File: config.mk
export PLATFORM = sky130hd
export DESIGN_NAME = fsup_supervisor
export DESIGN_NICKNAME = d
export VERILOG_FILES = /design/src/rtl/fsup_pkg.sv /design/src/rtl/fsup_chan_if.sv /design/src/rtl/fsup_supervisor.sv /design/src/rtl/fsup_chan_mon.sv
export SDC_FILE = /design/constraint.sdc
export NUM_CORES = 1
export LEC_CHECK = 0
export BUFFER_PORTS_ARGS = -buffer_cell sky130_fd_sc_hd__clkbuf_2
export CAP_MARGIN = 30
export CORE_MARGIN = 8
export CORE_UTILIZATION = 50
export CTS_BUF_LIST = sky130_fd_sc_hd__clkbuf_8
export DETAILED_ROUTE_END_ITERATION = 16
export GPL_ROUTABILITY_DRIVEN = 0
export PLACE_DENSITY = 0.74
export SLEW_MARGIN = 40
export SYNTH_ARGS = -nofsm -noshare
export SYNTH_HDL_FRONTEND = slang
export SYNTH_SLANG_ARGS = --single-unit
File: constraint.sdc
create_clock -name sys_clk -period 5.1 [get_ports sys_clk]
set_input_delay 0.51 -clock sys_clk [delete_from_list [all_inputs] [get_ports sys_clk]]
set_output_delay 0.51 -clock sys_clk [all_outputs]
set_load 0.01 [all_outputs]
File: src/rtl/fsup_pkg.sv
// fault supervisor package: register map, field layout, reset values, timing counts
// assumes a single 100 MHz clock and a plain strobe-based register port
package fsup_pkg;

    // clock rate and derived timing
    localparam int CLK_KHZ         = 100000;              // 100 MHz system clock
    localparam int SHORT_TIME_MS   = 31;                  // start-up short shutdown delay in ms
    localparam int SHORT_CYC       = SHORT_TIME_MS * CLK_KHZ;
    localparam int TMR_W           = 23;                  // wide enough for the start-up delay
    localparam int CHAN_TIMEOUT    = 6;                   // dimming pwm cycles before disable
    localparam int CNT_W           = 3;
    localparam int NUM_CHAN        = 4;

    // register port
    localparam int ADDR_W          = 4;
    localparam logic [3:0] REG_CTRL_ADDR   = 4'h0;        // channel enable mask
    localparam logic [3:0] REG_STATUS_ADDR = 4'h4;        // supervisor state
    localparam logic [3:0] REG_CHAN_ADDR   = 4'h8;        // per-channel flags

    // field positions
    localparam int CTRL_MASK_LSB   = 0;
    localparam int STAT_STATE_LSB  = 0;                   // 2 bits
    localparam int STAT_DEAD_BIT   = 2;
    localparam int STAT_LEVEL_LSB  = 4;                   // 3 bits
    localparam int STAT_PCT_LSB    = 8;                   // 7 bits
    localparam int CHAN_DIS_LSB    = 0;
    localparam int CHAN_GOOD_LSB   = 4;
    localparam int CHAN_OPEN_LSB   = 8;
    localparam int CHAN_ON_LSB     = 12;

    // reset values
    localparam logic [3:0] CTRL_MASK_RST = 4'hf;

    // current reduction: 76% per upper over-temperature event, held at 15% from level 7 (LEVEL_MAX) on
    localparam logic [2:0] LEVEL_MAX = 3'h7;
    localparam logic [6:0] PCT_TABLE [0:7] = '{7'h64, 7'h4c, 7'h3a, 7'h2c, 7'h21, 7'h19, 7'h13, 7'h0f};

    typedef enum logic [1:0] {
        ST_CHECK = 2'b00,       // start-up node check, current injected, no switching
        ST_RUN   = 2'b01,       // normal switching
        ST_HOT   = 2'b10,       // upper over-temperature, switching and channels off, input switch stays on
        ST_DEAD  = 2'b11        // permanent shutdown
    } fsup_state_type;

endpackage

File: src/rtl/fsup_chan_if.sv
// signals between the supervisor and one channel monitor
// assumes both ends share sys_clk
`timescale 1ns/100ps
interface fsup_chan_if;
    logic pwm_tick;     // dimming pwm cycle boundary pulse
    logic clear;        // lockout reset of the channel latches
    logic mark_all;     // overvoltage or lower over-temperature reached
    logic run;          // supervisor is switching
    logic allow;        // software mask bit
    logic at_target;    // channel current at regulation target
    logic sense_high;   // channel sense node above short threshold
    logic good;
    logic open;
    logic disabled;
    logic chan_on;

    modport sup (output pwm_tick, clear, mark_all, run, allow, at_target, sense_high,
                 input good, open, disabled, chan_on);
    modport mon (input pwm_tick, clear, mark_all, run, allow, at_target, sense_high,
                 output good, open, disabled, chan_on);
endinterface

File: src/rtl/fsup_supervisor.sv
// led driver fault supervisor top: start-up check, current limit, overvoltage,
// over-temperature and per-channel disable, with a small register port
// assumes comparator flags and pulses are synchronous to sys_clk
`timescale 1ns/100ps

// Overview of operation
// [RQ1] supply lockout stops switching and resets; operation resumes when supply returns
// [RQ2] switch turned off for the rest of any cycle that exceeds current limit
// [RQ3] start-up injects current into output; no start until switch node above 1.2V
// [RQ4] overvoltage sense rising above then below 20% opens the input protection switch
// [RQ5] lower temperature marks channels below target open; disabled after 6 pwm cycles
// [RQ6] upper temperature stops switching and turns all channel sources off
// [RQ7] after cooling restart at 76% current, reduced further each new event; code stops at LEVEL_MAX, holding 15% from the seventh event on
// [RQ8] channel sense above 4V disabled after 6 pwm cycles, others unaffected
// [RQ9] shorted channel below 4V and no upper over-temperature keeps conducting
// [RQ10] open channel lets output reach overvoltage, then times out after 6 cycles
// [RQ11] overvoltage: channels below target time out after 6 pwm cycles
// [RQ12] zener-open raising output: other channels above 4V switch off after 6 cycles
// [RQ13] regulation follows enabled channels only
// [RQ14] output or switch node short at start-up: permanent shutdown 31ms after power-up
// [RQ15] channel marked good at target; falling below later marks it open
// [RQ16] overvoltage or lower temperature marks all not-good channels open at once
// [RQ17] per-channel timeout counts pwm cycles, clears when fault goes; disable latches
// [RQ18] lockout reset clears channel latches and reduction level, not permanent shutdown
module fsup_supervisor
    import fsup_pkg::*;
#(
    parameter int                  SHORT_DELAY_CYC = SHORT_CYC,
    parameter logic [CNT_W-1:0]    TIMEOUT_PWM     = CNT_W'(CHAN_TIMEOUT)
) (
    // clock and reset
    input  wire logic                 sys_clk,
    input  wire logic                 reset,
    // register port
    input  wire logic [ADDR_W-1:0]    reg_addr,
    input  wire logic [31:0]          reg_wdata,
    input  wire logic                 reg_wr,
    input  wire logic                 reg_rd,
    output logic      [31:0]          reg_rdata,
    // analog comparators and timing pulses
    input  wire logic                 supply_lockout,
    input  wire logic                 switch_cycle_start,
    input  wire logic                 switch_over_limit,
    input  wire logic                 boost_switch_node_ok,
    input  wire logic                 output_overvoltage_sense_above,
    input  wire logic                 overvoltage_threshold_hit,
    input  wire logic                 temp_lower_hit,
    input  wire logic                 temp_upper_hit,
    input  wire logic                 temp_cooled,
    input  wire logic                 pwm_cycle_start,
    input  wire logic [NUM_CHAN-1:0]  channel_at_target,
    input  wire logic [NUM_CHAN-1:0]  channel_sense_node_high,
    // power stage controls
    output logic                      boost_switch_enable,
    output logic                      startup_source_enable,
    output logic                      input_switch_on,
    output logic                      shutdown_latched,
    output logic [NUM_CHAN-1:0]       channel_enable,
    output logic [NUM_CHAN-1:0]       regulation_select,
    output logic [6:0]                current_scale_pct
);

    typedef struct packed {
        fsup_state_type       st;
        logic [TMR_W-1:0]     tmr;
        logic                 tmr_done;
        logic                 lim_hit;
        logic                 ovp_armed;
        logic                 dead;
        logic [2:0]           level;
        logic [NUM_CHAN-1:0]  mask;
        logic [31:0]          rdata;
    } fsup_top_state_type;

    localparam fsup_top_state_type TOP_RST = '{st: ST_CHECK, tmr: '0, tmr_done: 1'b0, lim_hit: 1'b0,
                                              ovp_armed: 1'b0, dead: 1'b0, level: 3'h0,
                                              mask: CTRL_MASK_RST, rdata: 32'h0};
    localparam logic [TMR_W-1:0] SHORT_LAST = TMR_W'(SHORT_DELAY_CYC - 1);

    fsup_top_state_type   s_r;
    fsup_top_state_type   s_nxt;
    logic [NUM_CHAN-1:0]  ch_good;
    logic [NUM_CHAN-1:0]  ch_open;
    logic [NUM_CHAN-1:0]  ch_dis;
    logic [NUM_CHAN-1:0]  ch_on;
    logic                 running;

    fsup_chan_if ch_if [NUM_CHAN] ();

    // percentage of nominal current for a reduction level
    function automatic logic [6:0] pct_of_level(input logic [2:0] lvl);
        pct_of_level = PCT_TABLE[lvl];
    endfunction

    assign running = (s_r.st == ST_RUN) && !supply_lockout;

    // one monitor per channel
    generate
        for (genvar i = 0; i < NUM_CHAN; i++) begin : g_chan
            assign ch_if[i].pwm_tick   = pwm_cycle_start;
            assign ch_if[i].clear      = supply_lockout;                              // see [RQ18]
            assign ch_if[i].mark_all   = overvoltage_threshold_hit || temp_lower_hit;  // see [RQ16]
            assign ch_if[i].run        = running;
            assign ch_if[i].allow      = s_r.mask[i];
            assign ch_if[i].at_target  = channel_at_target[i];
            assign ch_if[i].sense_high = channel_sense_node_high[i];
            assign ch_good[i]          = ch_if[i].good;
            assign ch_open[i]          = ch_if[i].open;
            assign ch_dis[i]           = ch_if[i].disabled;
            assign ch_on[i]            = ch_if[i].chan_on;

            fsup_chan_mon #(
                .TIMEOUT (TIMEOUT_PWM)
            ) u_mon (
                .sys_clk (sys_clk),
                .reset   (reset),
                .ch      (ch_if[i])
            );
        end
    endgenerate

    // supervisor next state
    always_comb begin
        s_nxt = s_r;
        // power-up timer runs once from reset release
        if (!s_r.tmr_done) begin
            if (s_r.tmr == SHORT_LAST) begin
                s_nxt.tmr_done = 1'b1;
            end else begin
                s_nxt.tmr = s_r.tmr + TMR_W'(1);
            end
        end
        // cycle-by-cycle current limit, a new over-limit wins over the cycle restart
        if (switch_over_limit) begin
            s_nxt.lim_hit = 1'b1;                                    // see [RQ2]
        end else if (switch_cycle_start) begin
            s_nxt.lim_hit = 1'b0;
        end
        if (supply_lockout && s_r.st != ST_DEAD) begin
            s_nxt.st        = ST_CHECK;                              // see [RQ1]
            s_nxt.lim_hit   = 1'b0;
            s_nxt.ovp_armed = 1'b0;
            s_nxt.level     = 3'h0;                                  // see [RQ18]
        end else begin
            unique case (s_r.st)
                ST_CHECK: begin
                    if (boost_switch_node_ok) begin
                        s_nxt.st = ST_RUN;                           // see [RQ3]
                    end else if (s_r.tmr_done) begin
                        s_nxt.st   = ST_DEAD;                        // see [RQ14]
                        s_nxt.dead = 1'b1;
                    end
                end
                ST_RUN: begin
                    if (output_overvoltage_sense_above) begin
                        s_nxt.ovp_armed = 1'b1;
                    end
                    if (s_r.ovp_armed && !output_overvoltage_sense_above) begin
                        s_nxt.st   = ST_DEAD;                        // see [RQ4]
                        s_nxt.dead = 1'b1;
                    end else if (temp_upper_hit) begin
                        s_nxt.st = ST_HOT;                           // see [RQ6]
                        if (s_r.level != LEVEL_MAX) begin
                            s_nxt.level = s_r.level + 3'h1;          // see [RQ7]
                        end
                    end
                end
                ST_HOT: begin
                    s_nxt.ovp_armed = 1'b0;
                    if (temp_cooled && !temp_upper_hit) begin
                        s_nxt.st = ST_RUN;                           // see [RQ7]
                    end
                end
                ST_DEAD: begin
                    s_nxt.dead = 1'b1;
                end
            endcase
        end
        // register writes
        if (reg_wr && reg_addr == REG_CTRL_ADDR) begin
            s_nxt.mask = reg_wdata[CTRL_MASK_LSB +: NUM_CHAN];
        end
        // register reads, answer in the next cycle only
        s_nxt.rdata = 32'h0;
        if (reg_rd) begin
            unique case (reg_addr)
                REG_CTRL_ADDR: begin
                    s_nxt.rdata[CTRL_MASK_LSB +: NUM_CHAN] = s_r.mask;
                end
                REG_STATUS_ADDR: begin
                    s_nxt.rdata[STAT_STATE_LSB +: 2] = s_r.st;
                    s_nxt.rdata[STAT_DEAD_BIT]       = s_r.dead;
                    s_nxt.rdata[STAT_LEVEL_LSB +: 3] = s_r.level;
                    s_nxt.rdata[STAT_PCT_LSB +: 7]   = pct_of_level(s_r.level);
                end
                REG_CHAN_ADDR: begin
                    s_nxt.rdata[CHAN_DIS_LSB +: NUM_CHAN]  = ch_dis;
                    s_nxt.rdata[CHAN_GOOD_LSB +: NUM_CHAN] = ch_good;
                    s_nxt.rdata[CHAN_OPEN_LSB +: NUM_CHAN] = ch_open;
                    s_nxt.rdata[CHAN_ON_LSB +: NUM_CHAN]   = ch_on;
                end
                default: begin
                    s_nxt.rdata = 32'h0;
                end
            endcase
        end
    end

    // state register
    always_ff @(posedge sys_clk) begin
        if (reset) begin
            s_r <= TOP_RST;
        end else begin
            s_r <= s_nxt;
        end
    end

    // power stage outputs
    assign boost_switch_enable   = running && !s_r.lim_hit;                                  // see [RQ2] [RQ6]
    assign startup_source_enable = (s_r.st == ST_CHECK) && !supply_lockout && !s_r.dead;     // see [RQ3]
    assign input_switch_on       = !s_r.dead;                                                // see [RQ4] [RQ14]
    assign shutdown_latched      = s_r.dead;
    assign channel_enable        = ch_on;                                                    // see [RQ6] [RQ8]
    assign regulation_select     = ch_on;                                                    // see [RQ13]
    assign current_scale_pct     = pct_of_level(s_r.level);                                  // see [RQ7]
    assign reg_rdata             = s_r.rdata;

endmodule

File: src/rtl/fsup_chan_mon.sv
// one channel monitor: good/open marking, timeout counter, disable latch
// assumes comparator inputs are synchronous and qualified by the partner
`timescale 1ns/100ps
module fsup_chan_mon
    import fsup_pkg::*;
#(
    parameter logic [CNT_W-1:0] TIMEOUT = CNT_W'(CHAN_TIMEOUT)
) (
    // clock and reset
    input  wire logic  sys_clk,
    input  wire logic  reset,
    // link to the supervisor
    fsup_chan_if.mon   ch
);

    typedef struct packed {
        logic             good;
        logic             open;
        logic             disabled;
        logic [CNT_W-1:0] cnt;
    } fsup_chan_state_type;

    fsup_chan_state_type s_r;
    fsup_chan_state_type s_nxt;
    logic                fault;

    // next state of the channel
    always_comb begin
        s_nxt = s_r;
        fault = s_r.open || ch.sense_high;
        if (ch.clear) begin
            s_nxt = '0;                                    // see [RQ18]
        end else if (ch.run && !s_r.disabled) begin
            if (ch.at_target) begin
                s_nxt.good = 1'b1;                         // see [RQ15]
                s_nxt.open = 1'b0;
            end else if (s_r.good || ch.mark_all) begin
                s_nxt.good = 1'b0;                         // see [RQ15] [RQ16]
                s_nxt.open = 1'b1;                         // see [RQ5] [RQ10] [RQ11]
            end
            if (!fault) begin
                s_nxt.cnt = '0;                            // see [RQ17]
            end else if (ch.pwm_tick) begin
                s_nxt.cnt = s_r.cnt + CNT_W'(1);           // see [RQ8] [RQ12]
                if (s_nxt.cnt >= TIMEOUT) begin
                    s_nxt.disabled = 1'b1;                 // see [RQ17]
                end
            end
        end
    end

    // state register
    always_ff @(posedge sys_clk) begin
        if (reset) begin
            s_r <= '0;
        end else begin
            s_r <= s_nxt;
        end
    end

    // a short below the threshold keeps conducting
    assign ch.chan_on  = ch.run && ch.allow && !s_r.disabled;   // see [RQ9]
    assign ch.good     = s_r.good;
    assign ch.open     = s_r.open;
    assign ch.disabled = s_r.disabled;

endmodule

# Word-level counts from Yosys, hierarchy flattened
# Memories as Yosys holds them, arrays and structs flattened.
# Index checks and enable logic that the tools add are counted.
totals:
  memories: 1
  ram_bits: 0
  mem_bits_ro: 56
  ff_bits: 92
  latch_bits: 0
classes:
  n_div: 0
  eq_ne: 19
  addsub: 6
  shift: 0
  multipliers: 0
  n_reduce_logical: 69
  n_mux: 38
  n_bitwise: 7
  n_lt_le_gt_ge: 5
mem_list:
  columns: ["name", "words", "word_bits", "rd", "rd_ports_with_merged_regs", "wr", "line_no", "text"]
  rows:
  - ["(name not given)", 8, 7, 1, 0, 0, "fsup_supervisor.sv:92", "pct_of_level = PCT_TABLE[lvl];"]
ops:
  columns: ["cell", "n"]
  rows:
  - ["2-to-1 mux 2 bit", 13]
  - ["2-to-1 mux 3 bit", 8]
  - ["AND reduction 4 bit", 6]
  - ["adder 23 x 1 -> 23 bit, second input constant", 1]
  - ["equality test 23 x 22 -> 1 bit, second input constant", 1]
  - ["logical AND 1 bit", 20]
  - ["AND reduction 2 bit", 10]
  - ["inequality test 2 bit, second input constant", 9]
  - ["adder 3 x 1 -> 3 bit, second input constant", 5]
  - ["2-to-1 mux 7 bit", 2]
  - ["one-hot mux 7 bit (2 select lines)", 1]
  - ["greater-or-equal comparator 3 bit, second input constant", 4]
  - ["nonzero test 2 bit", 6]
  - ["zero test 1 bit", 9]
  - ["logical OR 1 bit", 9]
  - ["one-hot mux 3 bit (3 select lines)", 1]
  - ["2-to-1 mux 1 bit", 8]
  - ["inequality test 3 bit, second input constant", 2]
  - ["NOT 1 bit", 6]
  - ["one-hot mux 2 bit (3 select lines)", 1]
  - ["one-hot mux 3 bit (2 select lines)", 1]
  - ["nonzero test 3 bit", 2]
  - ["OR reduction 2 bit", 3]
  - ["AND reduction 5 bit", 1]
  - ["13 further kinds", 15]

# Longest topological paths before layout
depth:
  word_depth: 5
  ltp_mapped: 9
  depth_no_buf: 7

# Cells and area by module
# A second synthesis with hierarchy kept.
unflattened:
  hier_cells: 466
  hier_area_um2: 4091.4
modules_own_cells:
  columns: ["mod", "cells_per_inst", "area_each_um2", "n_inst"]
  rows:
  - ["fsup_supervisor", 318, 2800.2, 1]
  - ["fsup_chan_mon", 37, 322.8, 4]

# Worst setup path before layout
# Ideal clock, no wire load.
synth_timing:
  kind: "register to output"
  startpoint: "register s_r[67] (netlist name)"
  endpoint: "output port channel_enable[3]"
  path_stages_with_launch: 9
  required_time_ns: 4.590
  path_buffers: 3
  setup_slack_ns: 3.136
  arrival_ns: 1.454
  cell_sequence: "dfxtp_1 inv_1 ha_1 nand2b_1 buf_2 buf_2 nor2_1 and2_1 buf_4"
synth_between:
  elab_chain_cells: 4
synth_lines:
  columns: ["element", "line_no", "text"]
  rows:
  - ["from (decl)", "fsup_supervisor.sv:80", "fsup_top_state_type s_r;"]
  - ["from (signal assigned)", "fsup_supervisor.sv:214", "s_r <= s_nxt;"]
  - ["equality test 2 x 1 -> 1 bit", "fsup_supervisor.sv:95", "assign running = (s_r.st == ST_RUN) && !supply_lockout;"]
  - ["logical AND 1 bit", "fsup_supervisor.sv:95", null]
  - ["logical AND 1 bit (2 in series)", "fsup_chan_mon.sv:62", "assign ch.chan_on = ch.run && ch.allow && !s_r.disabled;"]
  - ["to (decl)", "fsup_supervisor.sv:58", "output logic [NUM_CHAN-1:0] channel_enable,"]
# Every way passes these cells.

# Worst setup path in the final report
layout_timing:
  startpoint: "register s_r[66] (netlist name)"
  endpoint: "output port channel_enable[2]"
# Same word-level chain as after synthesis.

==> impl_results.md <==
* Largest net degree at the start of global routing at 34
* Sequential fraction of the synthesis area at 38.13%
* Seq cells post-synth at between 70 and 80
* Hold WS at between 300 and 400 ps
* Final period util at 55.17%
* # setup viols final at 0
* Fin crit period at roughly 2800 ps
* Slew Viols, Final at 0
* Synth Cell Area at 3990 um^2
* Die width at 105.3 um
* Routed len/inst at ~14 um
* Clock-pin slew on the worst setup and hold paths at 80 ps
* Dpl hpwl at ~6500 um
* GRT Overall Usage at 15.64%
* Antenna viol nets, final at 0
* Worst-Margin Slew at just under 800 ps
* Initial antenna violation count at 0
* Num CTS Buffers at 9
* Die area at about 11000 um^2
* Setup TNS at 0 ps
* Detailed Route WL at 8599 um
* Area of the core at slightly below 8000 um^2
* Syn Inst Count at 463
* Number of diodes at 0
* Dpl cells at 587
* H-Tree Level Count at 3
* Fin. Hold Viols at 0
* NumNets Final at 571
* Max Fclk at 0.3554 GHz
* Root Buffer: clkbuf_8
* Critical Path End Type: output pin
* # IOs at 109
* Unrepaired setup endpoints after global routing: false
* TritonCTS clock tree: built
* # fillers at 713
* Synth Flop Type: dfxtp_1
* Commonest non-fill, non-tap cell in the layout: dfxtp_1
* Area Growth Syn to Fin at 9.376%
* Total power at 1270 uW
* Yosys Warn Count at 0
* Port buffer count at 64
* Hold path depth at 3
* Power per cell area at slightly below 300 nW/um^2
* R2R setup slack at a little under 3000 ps
* Crit path kind: reg -> out
* Synth async-reset ratio at 0%
* Syn avg cell area at 8.618 um^2
* Clock skew at 7.600 ps
* R2R depth at 6
* Die Ht at ~110 um
* Vias in the first global route at between 3000 and 4000
* Hold Buf Count CTS at 0
* Critical Path RT at roughly 4600 ps
* Post-synth EDFFs at 0
* Resize count post-CTS at 0
* DRC violations left at 0
* Worst-path maximum fanout at 17
* # Max-Cap Violations at 0
* Via count at 3193
* Type of the most critical hold path: in -> reg
* Clock sink count at 76
* Final cell count without fillers at 603
* Share of layout cells above drive strength 1 at 18.36%
* Maximum resistive drop on vdd at ~120 uV
* Headroom to the max-slew limit at 48.55%
* Leakage power at 0.001796 uW
* CP startpoint kind: flip-flop
* First-pass GRT wire length at 14620 um
* Detailed Routing Iterations Pass 1 at 4
* Netlist cell types at between 50 and 60
* Iteration-0 DRC count of the detailed router at 106
* Via-to-Cell Ratio at 5.295
* CP Data Arrival Time at around 2300 ps
* Status: finished clean
* Starting density of the core at between 50% and 60%
* Post-CTS Setup Bufs at 0
* Clock Tree Buf Depth at 2
* Clk Latency, worst-skew pair at around 350 ps
* Grt total ovfl at 0
* # rows at 32
* Leading cell types in the layout, fill and taps excluded: dfxtp_1, clkbuf_2, nor2_1
==> per-stage QoR <==
stage	instance area [um^2]	utilization (%)	worst slack, ps
after floorplan	4046	-	3136
after global placement	4115	53.25	2698
after detailed placement	4115	53.25	2673
after CTS	4364	56.48	2273
after global routing	4364	56.48	2058
final	4364	56.48	2286
==> cell families after synthesis <==
group / Yosys count / share of synthesized area (%)
other: 1 / 0.09398
buffers and inverters: 78 / 11.48
adder cells (fa/ha/maj): 17 / 5.331
flip-flops: 76 / 38.13
multiplexers: 10 / 2.509
AO/OA/AOI/OAI: 89 / 14.14
XOR/XNOR: 22 / 4.829
AND/OR/NAND/NOR: 170 / 23.49
==> area by class of cell <==
| cell class | count | area, um^2 | area share [%] |
|---|---|---|---|
| timing repair buffer | 64 | 320.3 | 7.339 |
| clock buffer | 10 | 137.6 | 3.154 |
| clock inverter | 6 | 111.4 | 2.552 |
| inverter | 21 | 78.83 | 1.806 |
| sequential | 76 | 1521 | 34.86 |
| tap | 102 | 127.6 | 2.924 |
| multi-input combinational | 324 | 2067 | 47.36 |
==> critical path, cell delays in order (launching register included) <==
cell and delay [ps]:
dfxtp_1 420, ha_1 300, nand2b_1 420, nor2_1 390, and2_1 260, clkbuf_2 160
==> flip-flops by register name, indices dropped and copies added (netlist names) <==
name                      cells
s_r                          31
g_chan.u_mon.ch.good          4
ch_if.allow                   4
g_chan.u_mon.s_r             12
shutdown_latched              1
g_chan.u_mon.ch.open          4
reg_rdata                    16
g_chan.u_mon.ch.disabled      4
==> synth_stat cells (all sizes together), types with 4 or more instances <==
cell type,n,share of area (%)
nand4b,4,0.88
inv,21,2.0
xor2,8,1.8
o21ai,19,2.5
a31oi,4,0.63
ha,17,5.3
nand3,10,1.3
xnor2,14,3.1
or2,6,0.94
nand2,31,2.9
nor3b,8,1.6
clkbuf,11,1.0
a211o,4,0.88
nand4,6,1.3
nor4,4,0.94
dfxtp,76,38
nor2b,6,0.94
a22o,10,2.2
buf,46,8.5
nor2,50,4.7
a21oi,35,4.4
or3,7,1.1
mux2i,10,2.5
and2,9,1.4
and3,8,1.3
nor3,10,1.4
a2bb2oi,4,0.88
o31ai,4,0.75
==> final timing paths <==
path / from / end
worst max-delay path: s_r[66]$_SDFFE_PP0P_ / channel_enable[2]
worst min-delay path: switch_over_limit / s_r[41]$_SDFFE_PP0P_
worst max register to register: s_r[66]$_SDFFE_PP0P_ / g_chan[2].u_mon.s_r[0]$_SDFFE_PP0P_
worst min register to register: s_r[40]$_SDFFE_PP0P_ / s_r[40]$_SDFFE_PP0P_
==> per-layer routing <==
layer  vias to the layer above  track usage, %  part of all wire (%)
met5                         -               0                     0
met4                         0           5.505                   1.7
met3                        13           5.116                   6.2
met2                        74           27.07                    49
met1                      1500           17.57                    43
li1                       1606               -                     -
==> power breakdown <==
group / total [uW] / switching (uW) / internal (uW)
clock: 566 / 227 / 338
combinational: 97.3 / 60.4 / 36.9
sequential: 607 / 7.17 / 600
total: 1270 / 295 / 975
(Power assumes the default switching activity.)
